<file path="config.mk">
export PLATFORM = sky130hd
export DESIGN_NAME = dmast_status
export DESIGN_NICKNAME = d
export VERILOG_FILES = /design/src/verilog/dmast_pkg.sv /design/src/verilog/dmast_chan_sel.sv /design/src/verilog/dmast_status.sv
export SDC_FILE = /design/constraint.sdc
export NUM_CORES = 1
export LEC_CHECK = 0
export ABC_AREA = 1
export ABC_CLOCK_PERIOD_IN_PS = 2750
export BUFFER_PORTS_ARGS = -buffer_cell sky130_fd_sc_hd__buf_2
export CORE_MARGIN = 4
export CORE_UTILIZATION = 47
export DETAILED_ROUTE_END_ITERATION = 16
export PLACE_DENSITY = 0.8
export SLEW_MARGIN = 10
export SYNTH_ARGS = -nofsm -noshare
export SYNTH_HDL_FRONTEND = slang
export SYNTH_SLANG_ARGS = --single-unit
</file>
<file path="constraint.sdc">
create_clock -name core_clk -period 2.75 [get_ports core_clk]
set_input_delay 0.55 -clock core_clk [delete_from_list [all_inputs] [get_ports core_clk]]
set_output_delay 0.55 -clock core_clk [all_outputs]
set_load 0.05 [all_outputs]
</file>
<file path="src/verilog/dmast_pkg.sv">
`default_nettype none
package dmast_pkg;
  localparam int unsigned NUM_CH = 8;
  localparam int unsigned REG_W = 16;
  localparam int unsigned ADDR_W = 4;

  // register map, word index on the plain register port
  localparam logic [3:0] OFF_COLLISION = 4'h0;
  localparam logic [3:0] OFF_ACTIVITY = 4'h1;
  localparam logic [3:0] OFF_RECENT_ADDR = 4'h2;
  localparam logic [3:0] OFF_IRQ_STATUS = 4'h3;
  localparam logic [3:0] OFF_IRQ_ENABLE = 4'h4;
  localparam logic [3:0] OFF_IRQ_CLEAR = 4'h5;

  // field positions
  localparam int unsigned PERIPH_WRITE_COLLISION_FLAG_LSB = 8;
  localparam int unsigned RAM_WRITE_COLLISION_FLAG_LSB = 0;
  localparam int unsigned LAST_CH_LSB = 8;
  localparam int unsigned PPIND_LSB = 0;

  localparam logic [3:0] LAST_CH_NONE = 4'hF;
  localparam logic [15:0] ADDR_RESET = 16'h0000;
  localparam logic [1:0] MODE_PP_CONT = 2'h2;
  localparam logic [1:0] MODE_PP_ONESHOT = 2'h3;

  // interrupt status bits
  localparam int unsigned IRQ_PCOL = 0;
  localparam int unsigned IRQ_XCOL = 1;
  localparam int unsigned IRQ_XFER = 2;
  localparam int unsigned IRQ_BLOCK = 3;
  localparam int unsigned IRQ_W = 4;

  typedef struct packed {
    logic wr;
    logic rd;
    logic [3:0] addr;
    logic [15:0] wdata;
  } dmast_bus_s;

  // per-channel engine activity, one cycle pulses except mode
  typedef struct packed {
    logic [7:0] xfer_done;
    logic [7:0] block_done;
    logic [15:0] ch_mode;
    logic [7:0] dma_periph_wr;
    logic [7:0] dma_ram_wr;
    logic [15:0] dma_wr_addr;
    logic [7:0] ram_access;
    logic [15:0] ram_addr;
  } dmast_eng_s;

  typedef struct packed {
    logic cpu_periph_wr;
    logic cpu_ram_wr;
    logic [15:0] cpu_wr_addr;
  } dmast_cpu_s;
endpackage : dmast_pkg
`default_nettype wire

</file>
<file path="src/verilog/dmast_chan_sel.sv">
`timescale 1ns/1ps
`default_nettype none
// picks the lowest channel with a pulse and encodes it
module dmast_chan_sel #(
  parameter int unsigned N = 8
) (
  input wire logic [N-1:0] req,
  output logic any,
  output logic [3:0] idx
);
  initial begin
    if (N > 8 || N < 1) $error("dmast_chan_sel: N must be 1..8");
  end

  always_comb begin
    any = 1'b0;
    idx = 4'h0;
    for (int i = N - 1; i >= 0; i--) begin
      if (req[i]) begin
        any = 1'b1;
        idx = 4'(i);
      end
    end
  end
endmodule : dmast_chan_sel
`default_nettype wire

</file>
<file path="src/verilog/dmast_status.sv">
// What this block does
// - per-channel peripheral collision flags, bits 15..8
// - per-channel RAM collision flags, bits 7..0
// - flags reset zero, set on collision, software clears
// - last channel reads 1111 until first transfer
// - last channel loads number of transferring channel
// - ping-pong bit: one means secondary buffer
// - activity register read-only, top four bits zero
// - recent RAM address, resets zero, every access
// - ping-pong enabled for mode codes 10, 11
`timescale 1ns/1ps
`default_nettype none
module dmast_status #(
  parameter int unsigned NUM_CH = dmast_pkg::NUM_CH
) (
  input wire logic core_clk,
  input wire logic rst,
  input wire dmast_pkg::dmast_bus_s bus,
  input wire dmast_pkg::dmast_eng_s eng,
  input wire dmast_pkg::dmast_cpu_s cpu,
  output logic [15:0] rdata,
  output logic [7:0] pingpong_buffer_indicator,
  output logic irq
);
  import dmast_pkg::*;

  initial begin
    if (NUM_CH != dmast_pkg::NUM_CH) $error("dmast_status: only eight channels served");
  end

  logic [7:0] periph_write_collision_flag;
  logic [7:0] ram_write_collision_flag;
  logic [3:0] last_active_channel;
  logic [15:0] recent_ram_address;
  logic [IRQ_W-1:0] irq_status;
  logic [IRQ_W-1:0] irq_enable;
  logic [7:0] pcol_hit;
  logic [7:0] xcol_hit;
  logic [7:0] pp_enabled;
  logic xfer_any;
  logic [3:0] xfer_idx;
  logic ram_any;
  logic [3:0] ram_idx;
  logic [15:0] next_rdata;

  function automatic logic pp_mode(input logic [1:0] m);
    return (m == MODE_PP_CONT) || (m == MODE_PP_ONESHOT);
  endfunction : pp_mode

  function automatic logic wr_to(input logic [3:0] off);
    return bus.wr && (bus.addr == off);
  endfunction : wr_to

  always_comb begin
    for (int i = 0; i < 8; i++) begin
      pcol_hit[i] = eng.dma_periph_wr[i] && cpu.cpu_periph_wr &&
                    (eng.dma_wr_addr == cpu.cpu_wr_addr);
      xcol_hit[i] = eng.dma_ram_wr[i] && cpu.cpu_ram_wr &&
                    (eng.dma_wr_addr == cpu.cpu_wr_addr);
      pp_enabled[i] = pp_mode(eng.ch_mode[2*i +: 2]);
    end
  end

  dmast_chan_sel #(.N(8)) u_xfer_sel (
    .req(eng.xfer_done),
    .any(xfer_any),
    .idx(xfer_idx)
  );

  dmast_chan_sel #(.N(8)) u_ram_sel (
    .req(eng.ram_access),
    .any(ram_any),
    .idx(ram_idx)
  );

  // collision flags: a set in the clearing cycle wins
  always_ff @(posedge core_clk or posedge rst) begin
    if (rst) begin
      periph_write_collision_flag <= 8'h00;
      ram_write_collision_flag <= 8'h00;
    end else begin
      if (wr_to(OFF_COLLISION)) begin
        // writing one clears, writing zero leaves; no write can set
        periph_write_collision_flag <= (periph_write_collision_flag &
          ~bus.wdata[PERIPH_WRITE_COLLISION_FLAG_LSB +: 8]) | pcol_hit;
        ram_write_collision_flag <= (ram_write_collision_flag &
          ~bus.wdata[RAM_WRITE_COLLISION_FLAG_LSB +: 8]) | xcol_hit;
      end else begin
        periph_write_collision_flag <= periph_write_collision_flag | pcol_hit;
        ram_write_collision_flag <= ram_write_collision_flag | xcol_hit;
      end
    end
  end

  // only codes 0..7 or the reset code are ever loaded
  always_ff @(posedge core_clk or posedge rst) begin
    if (rst) begin
      last_active_channel <= LAST_CH_NONE;
    end else if (xfer_any) begin
      last_active_channel <= xfer_idx;
    end
  end

  always_ff @(posedge core_clk or posedge rst) begin
    if (rst) begin
      pingpong_buffer_indicator <= 8'h00;
    end else begin
      for (int i = 0; i < 8; i++) begin
        if (!pp_enabled[i]) begin
          pingpong_buffer_indicator[i] <= 1'b0;
        end else if (eng.block_done[i]) begin
          pingpong_buffer_indicator[i] <= ~pingpong_buffer_indicator[i];
        end
      end
    end
  end

  // ram_idx encodes the lowest accessing channel but is unused; any access loads the shared ram_addr
  always_ff @(posedge core_clk or posedge rst) begin
    if (rst) begin
      recent_ram_address <= ADDR_RESET;
    end else if (ram_any) begin
      recent_ram_address <= eng.ram_addr;
    end
  end

  always_ff @(posedge core_clk or posedge rst) begin
    if (rst) begin
      irq_enable <= '0;
    end else if (wr_to(OFF_IRQ_ENABLE)) begin
      irq_enable <= bus.wdata[IRQ_W-1:0];
    end
  end

  always_ff @(posedge core_clk or posedge rst) begin
    if (rst) begin
      irq_status <= '0;
    end else begin
      logic [IRQ_W-1:0] ev;
      logic [IRQ_W-1:0] clr;
      ev = '0;
      ev[IRQ_PCOL] = |pcol_hit;
      ev[IRQ_XCOL] = |xcol_hit;
      ev[IRQ_XFER] = xfer_any;
      ev[IRQ_BLOCK] = |eng.block_done;
      clr = wr_to(OFF_IRQ_CLEAR) ? bus.wdata[IRQ_W-1:0] : '0;
      irq_status <= (irq_status & ~clr) | ev;
    end
  end

  always_ff @(posedge core_clk or posedge rst) begin
    if (rst) begin
      irq <= 1'b0;
    end else begin
      irq <= |(irq_status & irq_enable);
    end
  end

  always_comb begin
    next_rdata = 16'h0000;
    if (bus.rd) begin
      case (bus.addr)
        OFF_COLLISION: begin
          next_rdata[PERIPH_WRITE_COLLISION_FLAG_LSB +: 8] = periph_write_collision_flag;
          next_rdata[RAM_WRITE_COLLISION_FLAG_LSB +: 8] = ram_write_collision_flag;
        end
        OFF_ACTIVITY: begin
          // bits 15..12 stay zero, writes here are ignored
          next_rdata[LAST_CH_LSB +: 4] = last_active_channel;
          next_rdata[PPIND_LSB +: 8] = pingpong_buffer_indicator;
        end
        OFF_RECENT_ADDR: next_rdata = recent_ram_address;
        OFF_IRQ_STATUS: next_rdata[IRQ_W-1:0] = irq_status;
        OFF_IRQ_ENABLE: next_rdata[IRQ_W-1:0] = irq_enable;
        default: next_rdata = 16'h0000;
      endcase
    end
  end

  always_ff @(posedge core_clk or posedge rst) begin
    if (rst) begin
      rdata <= 16'h0000;
    end else begin
      rdata <= next_rdata;
    end
  end
endmodule : dmast_status
`default_nettype wire
</file>
# Word level (Yosys, flattened, before mapping)
# Index checks and enable logic that the tools add are counted.
# totals
reg_bits	69
inputBits	130
output_inout_bits	25
# classes
n_eq_ne	30
mux	47
n_bitwise	20
n_reduce_logical	48
# op_table
operator	count
$logic_and 1x1->1	35
$eq 2x2->1 const B	16
$mux 1	32
$or 8x8->8	4
$mux 3	8
$pmux 8 s3	1
$reduce_or 8->1	3
$pmux 4 s5	1
$and 8x8->8	2
$eq 16x16->1	1
$mux 16	1
$mux 8	2
$ne 2x2->1 const B	8
$not 8->8	2
$and 4x4->4	2
$eq 4x2->1 const B	2
$eq 4x3->1 const B	2
$logic_or 1x1->1	8
$not 1->1	8
$pmux 4 s2	1
$eq 4x1->1 const B	1
$logic_not 4->1	1
$mux 4	1
$not 4->4	1
2 further kinds	2

# Depth between registers and ports, before layout
# Gate-level depths: netlist of run 1.
# logic_depth
depth_word	9
depth_mapped	10
ltp_nobuf	9

# By module
# Synthesis of run 1 repeated with hierarchy kept, for this count alone.
# unflattened
hier_cells	440
hier_area_um2	3553.4
# modules_own_cells
mod	n_inst	cells_per_inst	area_each_um2	seq_area_each_um2
dmast_status	1	392	3333.2	1731.7
dmast_chan_sel	2	24	110.1	0.0

# Least setup slack after synthesis of run 1
# Ideal clock, no wire load.
# synth_path
path_type	in2reg
startpoint	in eng[19] (netlist bit)
endpoint	reg recent_ram_address[0]
setup_ns	0.126
arrival_ns	1.255
slack_ns	1.369
stages	5
n_path_buf	2
cell_sequence	nor4_1 > and2_1 > buf_4 > buf_2 > o21ai_0
# synth_between
elab_chain_len	4
# synth_lines
element	line_no	rtl
from (decl)	dmast_status.sv:19	input wire dmast_pkg::dmast_eng_s eng,
$mux 1 (4 in series)	dmast_chan_sel.sv:19	if (req[i]) begin
to (signal assigned)	dmast_status.sv:123	recent_ram_address <= eng.ram_addr;
to (decl)	dmast_status.sv:34	logic [15:0] recent_ram_address;
# No other way between the ends.
# A chain may end at the register's enable or synchronous reset.

# Worst setup path after layout of run 1
# layout_path
startpoint	in cpu[6] (netlist bit)
endpoint	reg irq_status[0]
# layout_between
elab_chain_len	4
# layout_lines
element	line_no	rtl
from (decl)	dmast_status.sv:20	input wire dmast_pkg::dmast_cpu_s cpu,
$eq 16x16->1 *	dmast_status.sv:57	(eng.dma_wr_addr == cpu.cpu_wr_addr);
$logic_and 1x1->1	dmast_status.sv:56	pcol_hit[i] = eng.dma_periph_wr[i] && cpu.cpu_periph_wr &&
$reduce_or 8->1 *	dmast_status.sv:142	ev[IRQ_PCOL] = |pcol_hit;
$or 4x4->4 *	dmast_status.sv:147	irq_status <= (irq_status & ~clr) | ev;
to (signal assigned)	dmast_status.sv:147	
to (decl)	dmast_status.sv:35	logic [IRQ_W-1:0] irq_status;
# Mark *: on every way between the ends. The rest lies on a longest branch, timed or not.

==> summary.md, run 1 <==
| Metric | Value |
|---|---|
| Max-slew violations | 0 |
| Ys flop type | dfrtp_1 |
| WS Path Type | primary input to register |
| Final min period | 1694 ps |
| Slew @ Worst Pin | 840.1 ps |
| Synth-to-layout area growth | 26.32% |
| Simple-gate share of the synthesized area | 20.83% |
| Die ar. | 8867 um2 |
| Top cells by area, synth | dfrtp_1, nand2_1, inv_1 |
| Global-route layer with the greatest usage | met2 |
| Fin crit share | 61.62% |
| Dpl hpwl | 7128 um |
| # setup viols final | 0 |
| Post-synthesis adder-cell area fraction | 0% |
| FFs w/ async S/R, synth | 100.0% |
| Total GRT Usage | 20.54% |
| Vias per std cell | 4.960 |
| Clk_lat worst skew | 340 ps |
| Synthesized net count | 550 |
| Average cell area after synthesis | 8.309 um2 |
| Fmax | 0.5902 GHz |
| Leakage | 0.002485 uW |
| Die Y | 94.17 um |
| TritonCTS clock tree | built |
| Grt ovf | 0 |
| Post-CTS sizing | 0 |
| H-tree depth | 3 |
| PwrDens | 488.6 nW/um2 |
| # port buffers | 146 |
| Yosys reg bits | 69 |
| Net Sw Frac | 27.36% |
| Mux share of post-synthesis cell area | 0% |
| Residual DRC | 0 |
| Via count | 3318 |
| Ant diodes | 0 |
| Crit path from | cpu[6] |
| Main combinational cell family by area after synthesis | simple AND/OR/NAND/NOR gates |
| CP endpoint | irq_status[0] |
| Met2 Use GR | 35.52% |
| RSZ-0062 raised after global routing | false |
| Worst r2r dst | rdata[11] |
| Placed Instances | 653 |
| P_sw | 589.2 uW |
| P_int | 1565 uW |
| Dominant cell type by area after synthesis | dfrtp_1 |
| CTS sink cnt | 69 |
| Met1 GRT Util | 25.22% |
| Critical Path AT | 1960 ps |
| WL final | 9070 um |
| First DRT Iteration DRCs | 188 |
| Clock Pin Slew Worst Setup and Hold Paths | 70 ps |
| Most frequent cell after synthesis | nand2_1 |
| Synth top area share | 46.61% |
| Count of cell types in the netlist | 34 |
| Post-Syn Area | 3490 um2 |
| Detailed Routing Iterations Pass 1 | 5 |
| Sequential fraction of the synthesis area | 49.62% |
| Global placer's final weighted congestion | 0.8543 |
| Hold Crit Class | primary input to register |
| Worst Reg2Reg Path Length in Cells | 4 |
| Std-Cell Rows | 31 |
| Slew HR | 43.99% |
| Post-synth top cells | nand2_1, inv_1, dfrtp_1 |
| Post-route ant nets | 0 |
| CTS Buffer Depth | 2 |
| Clock share of power | 34.0% |
| Setup_tns | 0 ps |
| Routed WL per cell | 13.56 um |
| Hold-fix buffers, CTS | 0 |
| Vias in the first global route | 3273 |
| Compound-Gate Fraction of Synth Area | 15.24% |
| Clock tree root driver cell | clkbuf_8 |
| Mapped Cells | 420 |
| Met3 usage | 3.686% |
| Combinational power share | 15.6% |
| Reg power frac | 50.5% |
| Maximum VDD drop | 0.0002224 V |
| Count of flip-flops with a built-in enable after synthesis | 0 |
| Data required time of the worst path | 3020 ps |
| Setup Buffers After CTS | 0 |
| Synth Area in XOR/XNOR | 2.761% |
| CP Launch Type | primary input |
| Initial antenna violation count | 0 |
| Fin Clk Skew | 5.396 ps |
| Critical Path Fanout Max | 20 |
| Reg-to-reg slack, setup | 1770 ps |
| Final Non-Filler Cells | 669 |
| Synthesis Warnings | 0 |
| Status | finished, final reports clean |
| Final Power | 2154 uW |
| Core Region | 7253 um2 |
| Worst setup EP type | register |
| Largest net degree at the start of global routing | 70 |
| Layout cells sized above 1 | 32.28% |
| Initial Utilization | 48.11% |
| Max Cap Viol | 0 |
| First-pass GRT wire length | 14100 um |
| Die width | 94.17 um |
| I/O pin total | 155 |
| Final Net Count | 695 |
| R2r startpoint | last_active_channel[3] |
| Total CTS buffers | 9 |
| Final Hold Fails | 0 |
==> logic make-up (layout without fill, tap and decap cells) <==
logic type | after synthesis | in the layout
buffers and inverters | 88 | 238
DFF | 69 | 69
and+or+nand+nor | 165 | 165
xor gates and xnor gates | 11 | 11
AOI/OAI and AO/OA | 87 | 87
==> per-layer routing <==
layer / wire length (um) / share of wire [%]
met1: 3747 / 41
met2: 4478 / 49
met3: 697 / 7.7
met4: 148 / 1.6
met5: 0 / 0
==> worst max-delay path, cell delays in order <==
cell	delay [ps]
buf_2	100
xnor2_1	160
nand2_1	80
nor2_1	100
nand2_1	70
nor2_2	560
o41ai_1	220
nand3_1	120
==> per-stage QoR <==
| step | hold slack (ps) | cell area (um2) | utilization [%] | setup WS, ps |
|---|---|---|---|---|
| floorplan | 436.4 | 3490 | - | 466.8 |
| finish | 401.7 | 4408 | 60.77 | 1056 |
| CTS | 388.5 | 4408 | 60.77 | 1047 |
| detailed placement | 473.7 | 4237 | 58.41 | 698.2 |
| global route | 398.1 | 4408 | 60.77 | 833.4 |
| global placement | 466.9 | 4237 | 58.41 | 735.3 |
==> cell type report <==
type,count,area (um2)
Multi-Input combinational cell,263,1355
Tap cell,99,123.9
Clock inverter,1,5.005
Timing Repair Buffer,148,745.7
Sequential cell,69,1732
Fill cell,659,2845
Clock buffer,15,166.4
Inverter,74,280.3
==> cell usage in the layout, fill, tap and decap left out, drive strengths merged, types with 2 or more instances in the layout <==
cell type,n
o21ai,36
nand2,113
a22o,14
dfrtp,65
a21oi,20
xnor2,11
o22ai,4
inv,74
nor3,3
nand3,27
o41ai,4
dfstp,4
o221ai,2
buf,148
a31oi,3
clkbuf,15
nor2,16
nor4,5
==> registers in the layout (all words and copies together), names as in the netlist <==
name,cells
pingpong_buffer_indicator,8
periph_write_collision_flag,8
recent_ram_address,16
irq,1
rdata,16
ram_write_collision_flag,8
last_active_channel,4
irq_status,4
irq_enable,4
==> worst min-delay path by stage <==
| stage | slack, ps | cells after the start | start | end |
|---|---|---|---|---|
| floorplan | 440 | 2 | last_active_channel[3] | last_active_channel[3] |
| global placement | 470 | 2 | last_active_channel[3] | last_active_channel[3] |
| detailed placement | 470 | 2 | irq_enable[3] | irq_enable[3] |
| CTS | 390 | 2 | eng[81] | last_active_channel[1] |
| global route | 400 | 2 | eng[80] | last_active_channel[0] |
| finish | 400 | 2 | eng[81] | last_active_channel[1] |
==> power by group through the flow <==
stage | Clock, uW | Sequential, uW | Combinational [uW]
global placement | 0 | 1100 | 327
global route | 780 | 1090 | 372
detailed placement | 0 | 1110 | 337
finish | 731 | 1090 | 335
CTS | 736 | 1090 | 339
floorplan | 0 | 1160 | 133
Note: power is estimated with default switching activity, not from simulation.
==> run 2, diff against run 1 <==
ABC_CLOCK_PERIOD_IN_PS = 1400   (was 2750)
CORE_UTILIZATION = 43   (was 47)
PLACE_DENSITY = 0.77   (was 0.8)
clock period = 1.4 ns   (was 2.75 ns; I/O delays follow)
==> run 2 against run 1 <==
  * Setup slack got worse by 950 ps
  * Sequential cell count did not move
  * Via count fell by 1.7%
  * Non-clock buffer count rose by 12
  * Utilization fell by 2.3 points
  * Die area rose by 8.5%
==> summary.md, run 2 (synthesis results as in run 1) <==
| Metric | Value |
|---|---|
| Via count | 3260 (was 3318) |
| Clk_lat worst skew | 330 ps (was 340 ps) |
| WS Path Type | register to primary output (was primary input to register) |
| Detailed Routing Iterations Pass 1 | 4 (was 5) |
| Vias in the first global route | 3239 (was 3273) |
| RSZ-0062 raised after global routing | false (unchanged) |
| H-tree depth | 3 (unchanged) |
| Clock tree root driver cell | clkbuf_8 (unchanged) |
| Post-route ant nets | 0 (unchanged) |
| CP Launch Type | register (was primary input) |
| Synth-to-layout area growth | 30.80% (was 26.32%) |
| First-pass GRT wire length | 14700 um (was 14100 um) |
| Hold Crit Class | primary input to async pin (was primary input to register) |
| Final min period | 1298 ps |
| Crit-path slowest cell | dfrtp_1 (was nor2_2) |
| Regs by FF count | rdata: 16 flops, recent_ram_address: 16 flops (unchanged) |
| Ant diodes | 0 (unchanged) |
| Critical Path Fanout Max | 4 (was 20) |
| Fmax | 0.7704 GHz |
| Layout cells sized above 1 | 33.73% (was 32.28%) |
| Fin Clk Skew | 8.376 ps (was 5.396 ps) |
| Crit path largest cell delay | 400 ps (was 560 ps) |
| Post-CTS sizing | 0 (unchanged) |
| Status | finished, final reports clean (unchanged) |
| Slew @ Worst Pin | 419.1 ps (was 840.1 ps) |
| Total GRT Usage | 19.02% (was 20.54%) |
| Die width | 98.09 um (was 94.17 um) |
| Commonest cells after routing, fill and taps aside | buf_2, nand2_1, inv_1, dfrtp_1, o21ai_0 (unchanged) |
| Maximum VDD drop | 0.0003753 V (was 0.0002224 V) |
| Worst setup EP type | primary output (was register) |
| Core Region | 7807 um2 (was 7253 um2) |
| Fillcell total | 730 (was 659) |
| Largest net degree at the start of global routing | 70 (unchanged) |
| Initial antenna violation count | 0 (unchanged) |
| WL final | 9051 um (was 9070 um) |
| Hold-fix buffers, CTS | 0 (unchanged) |
| Global placer's final weighted congestion | 0.8562 (was 0.8543) |
| Setup Buffers After CTS | 0 (unchanged) |
| Data required time of the worst path | 1120 ps (was 3020 ps) |
| TritonCTS clock tree | built (unchanged) |
| Total CTS buffers | 9 (unchanged) |
| CTS Buffer Depth | 2 (unchanged) |
| DP Area | 4372 um2 (was 4237 um2) |
| Grt ovf | 0 (unchanged) |
| Die Y | 98.09 um (was 94.17 um) |
| CTS sink cnt | 69 (unchanged) |
| First DRT Iteration DRCs | 152 (was 188) |
| Setup_tns | 0 ps (unchanged) |
| Max Cap Viol | 0 (unchanged) |
| Initial Utilization | 44.70% (was 48.11%) |
| CP delay by family, top | flip-flops (was simple AND/OR/NAND/NOR gates) |
| I/O pin total | 155 (unchanged) |
| # port buffers | 146 (unchanged) |
| Worst-path cell chain | buf_2 (was buf_2, xnor2_1, nand2_1, nor2_1, nand2_1, nor2_2, o41ai_1, nand3_1) |
| Routed WL per cell | 13.25 um (was 13.56 um) |
| Max-slew violations | 0 (unchanged) |
| Die ar. | 9621 um2 (was 8867 um2) |
| Slew HR | 71.80% (was 43.99%) |
| Residual DRC | 0 (unchanged) |
| Vias per std cell | 4.773 (was 4.960) |
| Leakage | 0.002562 uW (was 0.002485 uW) |
| PwrDens | 966.9 nW/um2 (was 488.6 nW/um2) |
| Final instance area | 4564 um2 (was 4408 um2) |
| Dpl hpwl | 7182 um (was 7128 um) |
| Final Hold Fails | 0 (unchanged) |
| Clock Pin Slew Worst Setup and Hold Paths | 70 ps (about the same) |
| Most common cell after layout, fill and taps aside | buf_2 (unchanged) |
| Fin crit share | 92.72% |
| Std-Cell Rows | 32 (was 31) |
| WP buf/inv | 1 (unchanged) |
| Critical Path AT | 1020 ps (was 1960 ps) |
| # setup viols final | 0 (unchanged) |
| Final Net Count | 707 (was 695) |
-- run 2: changes by cell type in the layout (fill, tap and decap cells not counted), sizes merged --
cell,before,now
clkinv,1,0
clkinvlp,0,1
clkbuf,15,14
inv,74,73
buf,148,160
bufinv,0,1
-- run 2: final cells by class --
| cell class | instances | area, um2 | area share, % |
|---|---|---|---|
| multi-input cells | 263 | 1355 | 29.69 |
| well taps | 102 | 127.6 | 2.796 |
| repair buffers | 160 | 873.3 | 19.13 |
| clock inverters | 1 | 30.03 | 0.6579 |
| inverters | 74 | 284.0 | 6.223 |
| flip-flops and latches | 69 | 1732 | 37.94 |
| clock buffers | 14 | 162.7 | 3.564 |
-- run 2: final timing paths --
| path | slack, ps | start | cells past startpoint | to |
|---|---|---|---|---|
| max | 100 | pingpong_buffer_indicator[0] | 1 | pingpong_buffer_indicator[0] |
| min | 20 | rst | 3 | pingpong_buffer_indicator[6] |
| max reg2reg | 430 | irq_status[0] | 4 | rdata[0] |
| min reg2reg | 490 | last_active_channel[3] | 2 | last_active_channel[3] |
| max in group asynchronous | 1030 | rst | 3 | last_active_channel[3] |
| min in group core_clk | 130 | eng[75] | 2 | pingpong_buffer_indicator[3] |
-- run 2: metal layers --
metal	up-vias	track usage, %	wire length, um
met5	-	0	0
met4	0	6.709	83
met2	124	30.99	4391
met3	6	5.857	710
li1	1658	-	-
met1	1472	23.98	3866
-- run 2: metrics by stage --
| step | utilization [%] | instances | power [uW] | hold WS (ps) | setup WS (ps) |
|---|---|---|---|---|---|
| after floorplan | - | 420 | 2541 | 343.5 | 288.8 |
| after global placement | 55.99 | 668 | 2836 | 399.5 | 81.69 |
| after detailed placement | 55.99 | 668 | 2857 | 403.5 | 43.76 |
| after CTS | 58.46 | 683 | 4466 | 35.99 | 82.54 |
| after global routing | 58.46 | 683 | 4632 | 47.02 | 29.83 |
| final | 58.46 | 683 | 4414 | 23.74 | 102.0 |
-- run 2: power by group --
group	internal, uW	leakage (uW)	switching [uW]
clock	914	0.0000968	682
sequential	2080	0.000884	53.7
combinational	268	0.00158	413
